--- config.mk ---
export PLATFORM = sky130hd
export DESIGN_NAME = bmfc_top
export DESIGN_NICKNAME = d
export VERILOG_FILES = /design/src/rtl/bmfc_pkg.sv /design/src/rtl/bmfc_top.sv /design/src/rtl/bmfc_fault_det.sv /design/src/rtl/bmfc_bridge_pwm.sv
export SDC_FILE = /design/constraint.sdc
export NUM_CORES = 1
export LEC_CHECK = 0
export BUFFER_PORTS_ARGS = -buffer_cell sky130_fd_sc_hd__buf_2
export CAP_MARGIN = 40
export CORE_ASPECT_RATIO = 2
export CORE_MARGIN = 1
export CORE_UTILIZATION = 58
export CTS_BUF_LIST = sky130_fd_sc_hd__clkbuf_2 sky130_fd_sc_hd__clkbuf_4 sky130_fd_sc_hd__clkbuf_8
export DETAILED_ROUTE_END_ITERATION = 10
export PLACE_DENSITY = 0.87
export SKIP_LAST_GASP = 1
export SYNTH_ARGS = -nofsm -noshare
export SYNTH_HDL_FRONTEND = slang
export SYNTH_SLANG_ARGS = --single-unit
--- constraint.sdc ---
create_clock -name mclk -period 3.9 [get_ports mclk]
set_input_delay 0.78 -clock mclk [delete_from_list [all_inputs] [get_ports mclk]]
set_output_delay 0.78 -clock mclk [all_outputs]
set_load 0.05 [all_outputs]
--- src/rtl/bmfc_pkg.sv ---
// Package of constants and types for the burst-mode and fault control block
package bmfc_pkg;

  // ----------------------------------------------------------------
  // Power-mode code that permits burst
  // ----------------------------------------------------------------
  localparam logic [7:0]  POWER_MODE_BURST = 8'h00;

  // ----------------------------------------------------------------
  // Field widths
  // ----------------------------------------------------------------
  localparam int          MEAS_W  = 12;
  localparam int          CNT_W   = 8;
  localparam int          DUTY_W  = 10;

  // ----------------------------------------------------------------
  // Reset values of configuration (default fault limits in sense counts)
  // ----------------------------------------------------------------
  localparam logic [MEAS_W-1:0] OC_FAULT_RST   = 12'h03C; // 60 A
  localparam logic [MEAS_W-1:0] OC_WARN_RST    = 12'h038; // 56 A
  localparam logic [MEAS_W-1:0] FAST_OC_RST    = 12'h041; // 65 A
  localparam logic [MEAS_W-1:0] OT_FAULT_RST   = 12'h07D; // 125 C
  localparam logic [MEAS_W-1:0] OT_WARN_RST    = 12'h05A; // 90 C

  // ----------------------------------------------------------------
  // Timing
  // ----------------------------------------------------------------
  localparam int          CLK_HZ        = 40_000_000;
  localparam int          OC_DELAY_US   = 2000;         // 2 ms
  localparam int          OC_DELAY_CYC  = (CLK_HZ / 1_000_000) * OC_DELAY_US;
  localparam int          TMR_W         = 17;

  // ----------------------------------------------------------------
  // Controller state
  // ----------------------------------------------------------------
  typedef enum logic [2:0] {
    BMFC_RUN       = 3'b000,
    BMFC_BURST_OFF = 3'b001,
    BMFC_BURST_ON  = 3'b010,
    BMFC_OC_WAIT   = 3'b011,
    BMFC_RETRY_DLY = 3'b100,
    BMFC_OFF_HOLD  = 3'b101,
    BMFC_LATCHED   = 3'b110
  } bmfc_state_t;

endpackage : bmfc_pkg

--- src/rtl/bmfc_top.sv ---
// Burst-mode sequencing and fault response for a full-bridge converter
// Notes on behaviour
// - Burst only allowed while host power-mode setting equals zero.
// - Burst entry level comes from threshold input, LSB half the current unit.
// - Burst error threshold counts 1.25 mV steps at output sense.
// - Enter burst when load current drops below entry level.
// - Entering burst stops all switching into burst-off.
// - In burst-off, restart when output fell beyond error threshold.
// - Compensator output frozen at pre-burst value throughout burst.
// - Burst-on runs exactly the configured number of switching cycles, and one when it is set to zero.
// - Synchronous rectifier drives held off during burst mode.
// - Bridge switching emits complete positive/negative half-cycle pairs unless a shutdown masks the drives mid-pair.
// - Over-current: run 2 ms, shut down, retry once after 2 ms.
// - Over-temperature: disable, resume when below warning limit.
// - Fast over-current or short: immediate shutdown, latched until cleared.
// - Fault detectors need consecutive detections and apply hysteresis.
// - Rectified-sense input over-voltage latches shutdown until cleared.
// - With primary sense, switch to it after fault and auto-restart.
`timescale 1ns/1ps
module bmfc_top
  import bmfc_pkg::*;
#(
  parameter int OC_DLY = OC_DELAY_CYC
) (
  // Clock and reset
  input  wire logic                        mclk,
  input  wire logic                        rst_n,
  // Host configuration
  input  wire logic [7:0]                  power_mode,
  input  wire logic [bmfc_pkg::MEAS_W-1:0] burst_entry_current_threshold,
  input  wire logic [bmfc_pkg::MEAS_W-1:0] burst_error_threshold,
  input  wire logic [bmfc_pkg::CNT_W-1:0]  burst_cycle_count,
  input  wire logic [bmfc_pkg::MEAS_W-1:0] vout_target,
  input  wire logic [bmfc_pkg::DUTY_W-1:0] switch_period,
  input  wire logic [bmfc_pkg::DUTY_W-1:0] pid_duty,
  input  wire logic [bmfc_pkg::MEAS_W-1:0] oc_fault_limit,
  input  wire logic [bmfc_pkg::MEAS_W-1:0] oc_warn_limit,
  input  wire logic [bmfc_pkg::MEAS_W-1:0] fast_oc_limit,
  input  wire logic [bmfc_pkg::MEAS_W-1:0] ot_fault_limit,
  input  wire logic [bmfc_pkg::MEAS_W-1:0] ot_warn_limit,
  input  wire logic [bmfc_pkg::MEAS_W-1:0] vin_ov_limit,
  input  wire logic [bmfc_pkg::MEAS_W-1:0] fault_hysteresis,
  input  wire logic [bmfc_pkg::CNT_W-1:0]  fault_count,
  input  wire logic                        primary_input_sense_en,
  input  wire logic                        fault_clear,
  // Measurements, sampled conversion results on mclk
  input  wire logic [bmfc_pkg::MEAS_W-1:0] load_current,
  input  wire logic [bmfc_pkg::MEAS_W-1:0] output_voltage_sense_pin,
  input  wire logic [bmfc_pkg::MEAS_W-1:0] temperature,
  input  wire logic [bmfc_pkg::MEAS_W-1:0] vin_rect,
  input  wire logic [bmfc_pkg::MEAS_W-1:0] vin_primary,
  // Gate drives
  output logic                             pri_pos_drv,
  output logic                             pri_neg_drv,
  output logic                             sync_rect_switch_a,
  output logic                             sync_rect_switch_b,
  // Status
  output logic [bmfc_pkg::DUTY_W-1:0]      duty_applied,
  output logic                             burst_active,
  output logic                             output_enabled,
  output logic                             oc_warn,
  output logic                             ot_warn,
  output logic                             fault_latched,
  output logic                             primary_sense_sel
);

  import bmfc_pkg::*;

  // ----------------------------------------------------------------
  // Fault detection
  // ----------------------------------------------------------------
  logic              oc_flt;
  logic              fast_flt;
  logic              ot_flt;
  logic              vov_flt;
  logic              psel_q;
  logic [MEAS_W-1:0] vin_sel;

  // Primary path takes over only after a shutdown
  assign vin_sel = psel_q ? vin_primary : vin_rect;

  bmfc_fault_det #(.W(MEAS_W), .CW(CNT_W)) u_oc (
    .mclk(mclk), .rst_n(rst_n), .meas(load_current), .limit(oc_fault_limit),
    .hyst(fault_hysteresis), .count_req(fault_count), .fault(oc_flt));
  bmfc_fault_det #(.W(MEAS_W), .CW(CNT_W)) u_fast (
    .mclk(mclk), .rst_n(rst_n), .meas(load_current), .limit(fast_oc_limit),
    .hyst(fault_hysteresis), .count_req(fault_count), .fault(fast_flt));
  bmfc_fault_det #(.W(MEAS_W), .CW(CNT_W)) u_ot (
    .mclk(mclk), .rst_n(rst_n), .meas(temperature), .limit(ot_fault_limit),
    .hyst(fault_hysteresis), .count_req(fault_count), .fault(ot_flt));
  bmfc_fault_det #(.W(MEAS_W), .CW(CNT_W)) u_vov (
    .mclk(mclk), .rst_n(rst_n), .meas(vin_sel), .limit(vin_ov_limit),
    .hyst(fault_hysteresis), .count_req(fault_count), .fault(vov_flt));

  // ----------------------------------------------------------------
  // Burst decisions
  // ----------------------------------------------------------------
  // Entry threshold LSB is half a current unit, so compare against doubled load
  wire [MEAS_W:0] load_x2     = {load_current, 1'b0};
  wire            burst_allow = (power_mode == POWER_MODE_BURST);
  wire            light_load  = load_x2 < {1'b0, burst_entry_current_threshold};
  // Both sides are in 1.25 mV counts at the sense pin
  wire [MEAS_W:0] drop_lvl    = {1'b0, vout_target} - {1'b0, burst_error_threshold};
  wire            vout_low    = ({1'b0, output_voltage_sense_pin} < drop_lvl) &&
                                (burst_error_threshold <= vout_target);

  // ----------------------------------------------------------------
  // Sequencer
  // ----------------------------------------------------------------
  bmfc_state_t        st_q;
  bmfc_state_t        st_d;
  logic [TMR_W-1:0]   tmr_q;
  logic               retried_q;
  logic [CNT_W-1:0]   reps_q;
  logic [DUTY_W-1:0]  frz_q;
  logic               latch_q;
  logic               pos_w;
  logic               neg_w;
  logic               pair_w;
  logic               idle_w;
  logic               pwm_run;
  logic               in_burst;
  logic [DUTY_W-1:0]  duty_use;
  wire                tmr_done = tmr_q >= TMR_W'(OC_DLY - 1);
  wire                reps_done = (reps_q + CNT_W'(1) >= burst_cycle_count);
  // Burst entry waits for a pair boundary so no half-cycle is cut short
  wire                pair_gap  = pair_w || idle_w;
  // Shutdown states mask the drives at once; the bridge finishes its pair unseen
  wire                shut_now  = fast_flt || (st_q == BMFC_RETRY_DLY) ||
                                  (st_q == BMFC_OFF_HOLD) || (st_q == BMFC_LATCHED);

  assign in_burst = (st_q == BMFC_BURST_OFF) || (st_q == BMFC_BURST_ON);

  always_comb begin
    st_d = st_q;
    unique case (st_q)
      BMFC_RUN: begin
        if (fast_flt) st_d = BMFC_LATCHED;
        else if (vov_flt && !primary_input_sense_en) st_d = BMFC_LATCHED;
        else if (vov_flt || ot_flt) st_d = BMFC_OFF_HOLD;
        else if (oc_flt) st_d = BMFC_OC_WAIT;
        else if (burst_allow && light_load && pair_gap) st_d = BMFC_BURST_OFF;
      end
      BMFC_BURST_OFF: begin
        if (fast_flt || vov_flt || ot_flt || !burst_allow || !light_load) st_d = BMFC_RUN;
        else if (vout_low) st_d = BMFC_BURST_ON;
      end
      BMFC_BURST_ON: begin
        if (pair_w && reps_done) st_d = BMFC_BURST_OFF;
      end
      BMFC_OC_WAIT: begin
        if (fast_flt) st_d = BMFC_LATCHED;
        else if (!oc_flt) st_d = BMFC_RUN;
        else if (tmr_done) st_d = retried_q ? BMFC_LATCHED : BMFC_RETRY_DLY;
      end
      BMFC_RETRY_DLY: begin
        if (tmr_done) st_d = BMFC_RUN;
      end
      BMFC_OFF_HOLD: begin
        if (!ot_flt && !vov_flt && !ot_warn) st_d = BMFC_RUN;
      end
      BMFC_LATCHED: begin
        if (fault_clear && !fast_flt && !vov_flt) st_d = BMFC_RUN;
      end
      default: st_d = BMFC_LATCHED;
    endcase
  end

  always_ff @(posedge mclk or negedge rst_n) begin
    if (!rst_n) begin
      st_q      <= BMFC_RUN;
      tmr_q     <= '0;
      retried_q <= 1'b0;
      reps_q    <= '0;
    end else begin
      st_q      <= st_d;
      tmr_q     <= (st_d != st_q) ? '0 : tmr_q + TMR_W'(1);
      if (st_q == BMFC_RETRY_DLY && st_d == BMFC_RUN) retried_q <= 1'b1;
      else if (st_q == BMFC_LATCHED && st_d == BMFC_RUN) retried_q <= 1'b0;
      if (st_q != BMFC_BURST_ON) reps_q <= '0;
      else if (pair_w) reps_q <= reps_q + CNT_W'(1);
    end
  end

  // Freeze keeps the last pre-burst duty; updated only outside burst
  always_ff @(posedge mclk or negedge rst_n) begin
    if (!rst_n) frz_q <= '0;
    else if (!in_burst) frz_q <= pid_duty;
  end

  // Primary sense switch-over and latch status
  always_ff @(posedge mclk or negedge rst_n) begin
    if (!rst_n) begin
      psel_q  <= 1'b0;
      latch_q <= 1'b0;
    end else begin
      if (primary_input_sense_en && st_d == BMFC_OFF_HOLD) psel_q <= 1'b1;
      else if (st_d == BMFC_RUN) psel_q <= 1'b0;
      latch_q <= (st_d == BMFC_LATCHED);
    end
  end

  assign duty_use = in_burst ? frz_q : pid_duty;
  assign pwm_run  = ((st_q == BMFC_RUN) && (st_d != BMFC_BURST_OFF)) ||
                    (st_q == BMFC_OC_WAIT) ||
                    ((st_q == BMFC_BURST_ON) && !(pair_w && reps_done));

  bmfc_bridge_pwm #(.DW(DUTY_W)) u_pwm (
    .mclk(mclk), .rst_n(rst_n), .run(pwm_run), .period(switch_period),
    .on_time(duty_use), .pos_on(pos_w), .neg_on(neg_w), .pair_done(pair_w),
    .idle(idle_w));

  // ----------------------------------------------------------------
  // Registered outputs
  // ----------------------------------------------------------------
  always_ff @(posedge mclk or negedge rst_n) begin
    if (!rst_n) begin
      pri_pos_drv        <= 1'b0;
      pri_neg_drv        <= 1'b0;
      sync_rect_switch_a <= 1'b0;
      sync_rect_switch_b <= 1'b0;
      duty_applied       <= '0;
      burst_active       <= 1'b0;
      output_enabled     <= 1'b0;
      oc_warn            <= 1'b0;
      ot_warn            <= 1'b0;
      fault_latched      <= 1'b0;
      primary_sense_sel  <= 1'b0;
    end else begin
      // Fast fault and shutdown states kill the drive on the very next edge
      pri_pos_drv        <= pos_w && !shut_now;
      pri_neg_drv        <= neg_w && !shut_now;
      sync_rect_switch_a <= neg_w && !in_burst && !shut_now;
      sync_rect_switch_b <= pos_w && !in_burst && !shut_now;
      duty_applied       <= duty_use;
      burst_active       <= in_burst;
      output_enabled     <= !idle_w && !shut_now;
      oc_warn            <= load_current > oc_warn_limit;
      ot_warn            <= temperature > ot_warn_limit;
      fault_latched      <= latch_q;
      primary_sense_sel  <= psel_q;
    end
  end

  // ----------------------------------------------------------------
  // Checks
  // ----------------------------------------------------------------
  chk_burst_needs_mode: assert property (@(posedge mclk) disable iff (!rst_n)
    (st_q == BMFC_RUN && st_d == BMFC_BURST_OFF) |-> power_mode == 8'h00)
    else $error("burst entered without power mode zero");
  chk_burst_entry_load: assert property (@(posedge mclk) disable iff (!rst_n)
    (st_q == BMFC_RUN && st_d == BMFC_BURST_OFF) |-> light_load)
    else $error("burst entered at heavy load");
  chk_burst_off_quiet: assert property (@(posedge mclk) disable iff (!rst_n)
    (st_q == BMFC_BURST_OFF) [*3] |-> !pri_pos_drv && !pri_neg_drv)
    else $error("switching during burst-off");
  chk_wake_on_drop: assert property (@(posedge mclk) disable iff (!rst_n)
    (st_q == BMFC_BURST_OFF && st_d == BMFC_BURST_ON) |-> vout_low)
    else $error("burst-on without voltage drop");
  chk_duty_frozen: assert property (@(posedge mclk) disable iff (!rst_n)
    in_burst && $past(in_burst) |-> duty_use == $past(duty_use))
    else $error("duty moved in burst");
  chk_burst_reps: assert property (@(posedge mclk) disable iff (!rst_n)
    (st_q == BMFC_BURST_ON && st_d == BMFC_BURST_OFF) |->
      (reps_q + 8'h01 >= burst_cycle_count))
    else $error("burst-on ended early");
  chk_sr_off_burst: assert property (@(posedge mclk) disable iff (!rst_n)
    $past(in_burst) |-> !sync_rect_switch_a && !sync_rect_switch_b)
    else $error("rectifier on in burst");
  chk_oc_retry_once: assert property (@(posedge mclk) disable iff (!rst_n)
    (st_q == BMFC_OC_WAIT && st_d != BMFC_OC_WAIT && oc_flt && !fast_flt) |->
      (tmr_done && st_d == (retried_q ? BMFC_LATCHED : BMFC_RETRY_DLY)))
    else $error("over-current response wrong");
  chk_ot_resume: assert property (@(posedge mclk) disable iff (!rst_n)
    (st_q == BMFC_OFF_HOLD && st_d == BMFC_RUN) |-> !ot_warn && !ot_flt)
    else $error("resumed above warning");
  chk_fast_shut: assert property (@(posedge mclk) disable iff (!rst_n)
    fast_flt |=> !pri_pos_drv && !pri_neg_drv)
    else $error("drive after fast fault");
  chk_latch_hold: assert property (@(posedge mclk) disable iff (!rst_n)
    (st_q == BMFC_LATCHED && !fault_clear) |=> st_q == BMFC_LATCHED)
    else $error("latch left without clear");
  chk_latch_no_drive: assert property (@(posedge mclk) disable iff (!rst_n)
    (st_q == BMFC_LATCHED) |=> !pri_pos_drv && !pri_neg_drv && !output_enabled)
    else $error("drive while latched");
  chk_psel_follow: assert property (@(posedge mclk) disable iff (!rst_n)
    (primary_input_sense_en && st_q == BMFC_OFF_HOLD) |-> psel_q)
    else $error("primary sense not selected");
  chk_warn_flag: assert property (@(posedge mclk) disable iff (!rst_n)
    (load_current > oc_warn_limit) |=> oc_warn)
    else $error("warning flag missed");

  cov_burst_cycle: cover property (@(posedge mclk) disable iff (!rst_n)
    st_q == BMFC_BURST_ON ##1 st_q == BMFC_BURST_OFF);
  cov_oc_retry: cover property (@(posedge mclk) disable iff (!rst_n)
    st_q == BMFC_RETRY_DLY ##1 st_q == BMFC_RUN);
  cov_fast_latch: cover property (@(posedge mclk) disable iff (!rst_n)
    $rose(latch_q));
  cov_ot_resume: cover property (@(posedge mclk) disable iff (!rst_n)
    st_q == BMFC_OFF_HOLD ##1 st_q == BMFC_RUN);
  cov_burst_entry: cover property (@(posedge mclk) disable iff (!rst_n)
    st_q == BMFC_RUN ##1 st_q == BMFC_BURST_OFF);

endmodule : bmfc_top

--- src/rtl/bmfc_fault_det.sv ---
// Fault comparator with hysteresis and consecutive-count qualification
`timescale 1ns/1ps
module bmfc_fault_det #(
  parameter int W   = 12,
  parameter int CW  = 8
) (
  // Clock and reset
  input  wire logic          mclk,
  input  wire logic          rst_n,
  // Measurement and limits
  input  wire logic [W-1:0]  meas,
  input  wire logic [W-1:0]  limit,
  input  wire logic [W-1:0]  hyst,
  input  wire logic [CW-1:0] count_req,
  // Qualified result
  output logic               fault
);

  logic [CW-1:0] cnt_q;
  logic [CW-1:0] cnt_d;
  logic          fault_q;
  logic          fault_d;
  wire  [W:0]    release_lvl = {1'b0, limit} - {1'b0, hyst};
  wire           above       = meas > limit;
  wire           below_rel   = ({1'b0, meas} < release_lvl) || (hyst > limit);
  wire  [CW-1:0] need        = (count_req == '0) ? CW'(1) : count_req;

  // Count consecutive samples; zero requested counts as one
  assign cnt_d   = !above ? '0 : (cnt_q == need) ? cnt_q : cnt_q + CW'(1);
  assign fault_d = fault_q ? !below_rel : (above && (cnt_q + CW'(1) >= need));

  always_ff @(posedge mclk or negedge rst_n) begin
    if (!rst_n) begin
      cnt_q   <= '0;
      fault_q <= 1'b0;
    end else begin
      cnt_q   <= cnt_d;
      fault_q <= fault_d;
    end
  end

  assign fault = fault_q;

  chk_fault_needs_above: assert property (@(posedge mclk) disable iff (!rst_n)
    $rose(fault_q) |-> $past(above)) else $error("fault rose without level");

endmodule : bmfc_fault_det

--- src/rtl/bmfc_bridge_pwm.sv ---
// Paired half-cycle bridge pulse generator with a programmable on-time
`timescale 1ns/1ps
module bmfc_bridge_pwm #(
  parameter int DW = 10
) (
  // Clock and reset
  input  wire logic          mclk,
  input  wire logic          rst_n,
  // Control
  input  wire logic          run,
  input  wire logic [DW-1:0] period,
  input  wire logic [DW-1:0] on_time,
  // Status
  output logic               pos_on,
  output logic               neg_on,
  output logic               pair_done,
  output logic               idle
);

  logic [DW-1:0] tmr_q;
  logic          half_q;
  logic          act_q;
  wire           end_half = tmr_q >= period;
  wire           end_pair = act_q && end_half && half_q;

  // Stop is honoured only after a negative half, so halves come in pairs
  always_ff @(posedge mclk or negedge rst_n) begin
    if (!rst_n) begin
      tmr_q  <= '0;
      half_q <= 1'b0;
      act_q  <= 1'b0;
    end else if (!act_q) begin
      tmr_q  <= '0;
      half_q <= 1'b0;
      act_q  <= run;
    end else if (end_half) begin
      tmr_q  <= '0;
      half_q <= !half_q;
      act_q  <= !(half_q && !run);
    end else begin
      tmr_q  <= tmr_q + DW'(1);
    end
  end

  assign pos_on    = act_q && !half_q && (tmr_q < on_time);
  assign neg_on    = act_q && half_q && (tmr_q < on_time);
  assign pair_done = end_pair;
  assign idle      = !act_q;

  chk_pair_whole: assert property (@(posedge mclk) disable iff (!rst_n)
    $fell(act_q) |-> $past(half_q)) else $error("unpaired half-cycle");

endmodule : bmfc_bridge_pwm

## Word level (Yosys, flattened, before mapping)

Index checks and enable logic that the tools add are counted.

- Muxes and demuxes: 44
- Eq/ne operators: 20
- Magnitude comparators: 25
- Add/subtract/negate cells: 12
- Reductions and logical operators: 73

Operators with widths:

| operator | count |
|---|---|
| $gt A12 B12 Y1 | 10 |
| $mux W8 | 11 |
| $lt A12 B13 Y1 | 5 |
| $sub A12 B12 Y13 | 5 |
| $mux W3 | 14 |
| $add A8 B1 Y8 const B | 5 |
| $ge A8 B8 Y1 | 5 |
| $eq A8 B8 Y1 | 4 |
| $logic_and A1 B1 Y1 | 32 |
| $mux W10 | 3 |
| $pmux W3 S7 | 1 |
| $logic_not A1 Y1 | 18 |
| $add A17 B1 Y17 const B | 1 |
| $ge A17 B17 Y1 const B | 1 |
| $mux W17 | 1 |
| $logic_not A8 Y1 | 2 |
| $logic_or A1 B1 Y1 | 16 |
| $eq A3 B3 Y1 const B | 5 |
| $lt A13 B12 Y1 | 1 |
| $le A12 B12 Y1 | 1 |
| $mux W1 | 12 |
| $mux W12 | 1 |
| $add A10 B1 Y10 const B | 1 |
| $ge A10 B10 Y1 | 1 |
| 10 further kinds | 18 |

- Bits of input ports: 228
- Output and inout port bits: 20
- Logic and storage cells: 202
- Flip-flop bits (word level): 99

## Logic depth before layout (Yosys ltp)

- Depth in word-level cells: 20
- Gate-level depth with buffers: 20
- Mapped depth without buffers: 18

## Hierarchy

From an unflattened synthesis, not the netlist that was laid out.

- Cells, all modules: 1557
- Area total of the unflattened synthesis: 13006.2 µm²

Modules (own cells, without submodules):

| module | area each (µm²) | cells each | instances | seq. area each (µm²) |
|---|---|---|---|---|
| bmfc_fault_det | 1854.3 | 231 | 4 | 225.2 |
| bmfc_top | 4565.6 | 513 | 1 | 1276.2 |
| bmfc_bridge_pwm | 1023.5 | 120 | 1 | 300.3 |

## Worst setup path before layout

No wires, ideal clock.

- Path kind: input to register
- From: input port vout_target[0] (netlist name)
- To: register tmr_q[10]
- Data required time: 3.779 ns
- Buffers on the path: 2
- Data arrival time: 4.095 ns
- Cell stages on the path: 20
- Slack: -0.317 ns
- Setup time: 0.121 ns
- Cells stage by stage: inv_1 > ha_1 > fa_1 > nand2b_1 > a211oi_1 > nor3_1 > o21bai_1 > a21oi_1 > xor2_1 > ha_1 > a21o_1 > a211o_1 > nor4_1 > a211o_1 > o221ai_1 > a21oi_1 > or3_1 > buf_2 > buf_2 > nor2_1

- Cells in the longest elaborated chain, start to end: 8
- Elaborated cells on any way between the ends: 9
- Those cells by class: 1 x add/sub; 2 x order compare; 1 x eq/ne; 4 x mux; 1 x reduce/logical

Ends and longest elaborated chain:

| item | line | source |
|---|---|---|
| start: declaration | bmfc_top.sv:33 | `input wire logic [bmfc_pkg::MEAS_W-1:0] vout_target,` |
| $sub A12 B12 Y13 | bmfc_top.sv:103 | `wire [MEAS_W:0] drop_lvl = {1'b0, vout_target} - {1'b0, burst_error_threshold};` |
| $lt A12 B13 Y1 | bmfc_top.sv:104 | `wire vout_low = ({1'b0, output_voltage_sense_pin} < drop_lvl) &&` |
| $logic_and A1 B1 Y1 (*) | bmfc_top.sv:104 |  |
| $mux W3 (*) | bmfc_top.sv:146 | `else if (vout_low) st_d = BMFC_BURST_ON;` |
| $mux W3 (*) | bmfc_top.sv:145 | `if (fast_flt \|\| vov_flt \|\| ot_flt \|\| !burst_allow \|\| !light_load) st_d = BMFC_RUN;` |
| $pmux W3 S7 (*) | bmfc_top.sv:136 | `unique case (st_q)` |
| $ne A3 B3 Y1 (*) | bmfc_top.sv:177 | `tmr_q <= (st_d != st_q) ? '0 : tmr_q + TMR_W'(1);` |
| $mux W17 (*) | bmfc_top.sv:177 |  |
| end signal: assignment | bmfc_top.sv:177 |  |
| end: declaration | bmfc_top.sv:112 | `logic [TMR_W-1:0] tmr_q;` |

Every way passes the cells marked *; elsewhere a longest branch is shown, timed or not.
A chain may end at the register's enable or synchronous reset.

## Worst setup path after layout

- From: input port burst_error_threshold[1] (netlist name)
- To: register tmr_q[2]

- Cells in the longest elaborated chain, start to end: 8
- Elaborated cells on any way between the ends: 9
- Those cells by class: 1 x add/sub; 2 x order compare; 1 x eq/ne; 4 x mux; 1 x reduce/logical

Ends and longest elaborated chain:

| item | line | source |
|---|---|---|
| start: declaration | bmfc_top.sv:31 | `input wire logic [bmfc_pkg::MEAS_W-1:0] burst_error_threshold,` |
| $sub A12 B12 Y13 | bmfc_top.sv:103 |  |
| $lt A12 B13 Y1 | bmfc_top.sv:104 |  |
| $logic_and A1 B1 Y1 (*) | bmfc_top.sv:104 |  |
| $mux W3 (*) | bmfc_top.sv:146 |  |
| $mux W3 (*) | bmfc_top.sv:145 |  |
| $pmux W3 S7 (*) | bmfc_top.sv:136 |  |
| $ne A3 B3 Y1 (*) | bmfc_top.sv:177 |  |
| $mux W17 (*) | bmfc_top.sv:177 |  |

Marked as above.

==> impl_metrics.csv <==
group,metric,value,unit
synthesis,ys_warn_count,0,
worst_setup_path,critPathBufInv,3,
route,vias_per_cell,5.87,
power,vdd_ir_drop_max,0.362,mV
power,swShare,44.4,%
sta,fin_tns_setup,0,ns
floorplan,start_util,59.0,%
grt,grt_pass1_wl,54.6,mm
clock_tree,clkSinkCount,99,
clock_tree,insertion_delay,0.42,ns
route,drt_iter0_markers,422,
sta,setup_violations,0,
placement,routabilityCongestion,1.01,
worst_setup_path,r2r_cells,12,
worst_setup_path,cp.arrival,4.08,ns
worst_setup_path,r2r_start,"reps_q[0]",
layout,drive_gt1_share,21.0,%
grt,grt_pass1_vias,12400,
layout,syn2layout_area_growth,16.9,%
route,wl_per_cell,16.7,µm
sta,min_period,3.78,ns
layout,fin_area,0.0145,mm²
synthesis,avgSynthCellArea,8.40,µm²
power,power_frac_clock,15.7,%
synthesis,ys.flop_type,"dfrtp_1",
sta,rsz0062_at_grt,"true",
layout,fillers,1703,
hold_path,hold_depth,0,
sta,clock.fmax,0.265,GHz
clock_tree,tritoncts,"built",
hold_path,holdCritPathClass,"flop to flop",
power,p_sw,0.00194,W
grt,gr-usage-all-layers,31.0,%
grt,grt_max_degree,55,
synthesis,synth-edff-count,0,
clock_tree,path_clk_slew,0.11,ns
synthesis,synthesis.nets,1974,
hold_path,min_from,"latch_q",
placement,dpl.cell_count,1999,
status,status,"finished, final reports clean",
synthesis,ys_seq_area_share,20.0,%
worst_setup_path,r2r_end,"u_pwm.act_q",
worst_setup_path,slowest_stage,"a221o_1",
floorplan,coreArea,0.0210,mm²
job,drv_cap,0,
floorplan,ioPinCount,248,
route,totalWireLength,33.6,mm
sta,worstMarginPinSlew,0.871,ns
synthesis,synthCells,1477,
power,finalPower,0.00437,W
worst_setup_path,critPathKind,"input port to flop",
clock_tree,cts_root_buf,"clkbuf_8",
worst_setup_path,endpoint_kind,"flop",
clock_tree,cts_buffers,9,
worst_setup_path,reg2reg_slack,0.75,ns
sta,final.setup_skew,0.0229,ns
floorplan,fp.dieH,209,µm
placement,place_ws,-0.371,ns
route,drc,0,
worst_setup_path,crit_fanout,17,
floorplan,num_rows,75,
sta,final-max-slew-violation-count,0,
power,comb_power_share,52.4,%
worst_setup_path,worst-endpoint-required,4.20,ns
synthesis,synth_cell_types,66,
synthesis,synth-async-reset-ratio,100,%
grt,grt_antenna_before_repair,1,
layout,nets,2240,
placement,io_buffers,247,
synthesis,syn_area,0.0124,mm²
power,p_leak,7.89,nW
synthesis,ys_ff_latch,99,
worst_setup_path,startpoint_type,"input port",
layout,layoutNonFillerInstCount,2018,
sta,layout_setup_ws,0.120,ns
route,vias,11800,
clock_tree,h-tree-depth,3,
route,drt_pre_antenna_iters,5,
sta,hold_viol,0,
worst_setup_path,crit_top_cell,"ha_1",
worst_setup_path,cpLargestDelayFamily,"compound AO/OA/AOI/OAI gates",
floorplan,dieArea,0.0220,mm²
placement,dp_hpwl,28.5,mm
sta,relSlewSlack,41.4,%
grt,grt_overflow,0,
clock_tree,cts_buffer_depth,2,
route,antenna_left,0,
worst_setup_path,path_cells,"buf_2, inv_1, ha_1, nor2b_1, o2111ai_2, nand2_1, nor2_2, o21bai_1, a21oi_2, xor2_1, ha_1, and3_1, a221o_1, nor4_2, a211o_1, o221ai_4, a21oi_1, or3_4, buf_12, nor2_1",
hold_path,worstHoldEndpoint,"fault_latched",
floorplan,fp.dieW,105,µm
power,power_frac_seq,31.9,%
power,powerDensity,301,mW/mm²
power,internal_power,0.00243,W
worst_setup_path,max_stage_delay,0.34,ns
placement,placed_cell_area,0.0142,mm²
sta,post-route-period-util,96.9,%
==> what timing repair did <==
action / in CTS / in global routing
setup buffers: 0 / 2
endpoints found under the setup margin: 0 / 21
resized for setup: 0 / 17
hold buffers: 0 / 0
==> cell type report <==
class | count | area [µm²] | area share, %
Clock buffer | 9 | 124 | 0.854
Timing Repair Buffer | 291 | 1580 | 10.9
Tap cell | 269 | 337 | 2.32
Antenna cell | 1 | 2.50 | 0.0172
Inverter | 175 | 657 | 4.53
Clock inverter | 7 | 77.6 | 0.535
Multi-Input combinational cell | 1167 | 9250 | 63.8
Sequential cell | 99 | 2480 | 17.1
==> state kept, by name, summed over array words and instances (netlist names), 3 cells and up <==
name          flops
duty_applied     10
reps_q            8
st_q              3
tmr_q            17
u_fast.cnt_q      8
u_oc.cnt_q        8
u_ot.cnt_q        8
u_pwm.tmr_q      10
u_vov.cnt_q       8
==> placed cells by master, fill, tap and decap left out, types with 8 or more instances in the layout <==
cell and count:
nor3_1 29, mux2_2 13, or3_1 8, o21ai_0 49, nor2b_1 20, a21o_1 53, buf_4 44, dfrtp_1 99
xnor2_1 94, and3_1 12, clkbuf_8 9, nand2_1 63, nand4_1 32, nor2_1 136, nand2b_1 26, buf_2 246
a21oi_1 80, xor2_1 68, o2111ai_1 8, nand3_1 38, o21a_1 16, mux2i_1 13, or2_2 11, ha_1 263
inv_1 175, a31oi_1 10
==> synth_stat cells (27+ instances only) <==
library cell / instances / area share, %
a21o_1: 53 / 3.2
a21oi_1: 84 / 3.4
clkbuf_1: 32 / 0.97
dfrtp_1: 99 / 20
ha_1: 264 / 27
inv_1: 175 / 5.3
nand2_1: 63 / 1.9
nand2b_1: 27 / 1.4
nand3_1: 38 / 1.5
nand4_1: 32 / 1.6
nor2_1: 137 / 4.1
nor3_1: 30 / 1.2
o21ai_0: 51 / 2.1
xnor2_1: 94 / 6.6
xor2_1: 68 / 4.8
==> logic make-up after synthesis <==
logic type | share of synthesized area [%]
mux | 2.23
xor+xnor | 11.4
buf+inv | 6.42
fa+ha+maj | 27.4
compound gates | 16.3
flops | 20.0
simple gates | 16.3
==> routing by layer <==
metal | track usage (%) | wire, µm | share of wire (%)
met1 | 27.1 | 11300 | 33
met2 | 62.1 | 18800 | 56
met4 | 22.7 | 2480 | 7.4
met5 | 0 | 0 | 0
met3 | 3.77 | 1130 | 3.4
==> worst reg2reg max path, cell delays in order (launching register included) <==
cell     delay, ns
dfrtp_1       0.46
ha_1          0.25
nand3_1       0.13
nor2_1        0.15
xor2_1        0.23
ha_1          0.15
nand2_1       0.06
nor3_1        0.18
a21oi_1       0.18
or3b_2        0.48
a21o_1        0.21
or3_1         0.37
o22a_1        0.19
==> stage by stage <==
stage	hold slack [ns]	util [%]
after floorplan	0.331	-
after global placement	0.334	67.6
after detailed placement	0.347	67.6
after CTS	0.367	68.6
after global routing	0.378	69.0
final	0.371	69.0
==> worst max-delay path by stage <==
stage               cells past startpoint           end  slack [ns]                      from
floorplan                              20     tmr_q[13]       0.001  burst_error_threshold[1]
detailed placement                     20      tmr_q[0]       -0.37  burst_error_threshold[1]
global route                           18  u_fast.fault       -0.08       fault_hysteresis[0]
CTS                                    20     tmr_q[13]        0.05  burst_error_threshold[1]
finish                                 20      tmr_q[2]        0.12  burst_error_threshold[1]
global placement                       20      tmr_q[4]       -0.26  burst_error_threshold[1]
==> power by group through the flow <==
stage / combinational [W] / clock [W] / sequential (W)
floorplan: 0.00137 / 0 / 0.00158
finish: 0.00229 / 0.000684 / 0.00140
global placement: 0.00212 / 0 / 0.00140
CTS: 0.00226 / 0.000698 / 0.00139
detailed placement: 0.00224 / 0 / 0.00141
global route: 0.00256 / 0.000743 / 0.00142
(Power assumes the default switching activity.)
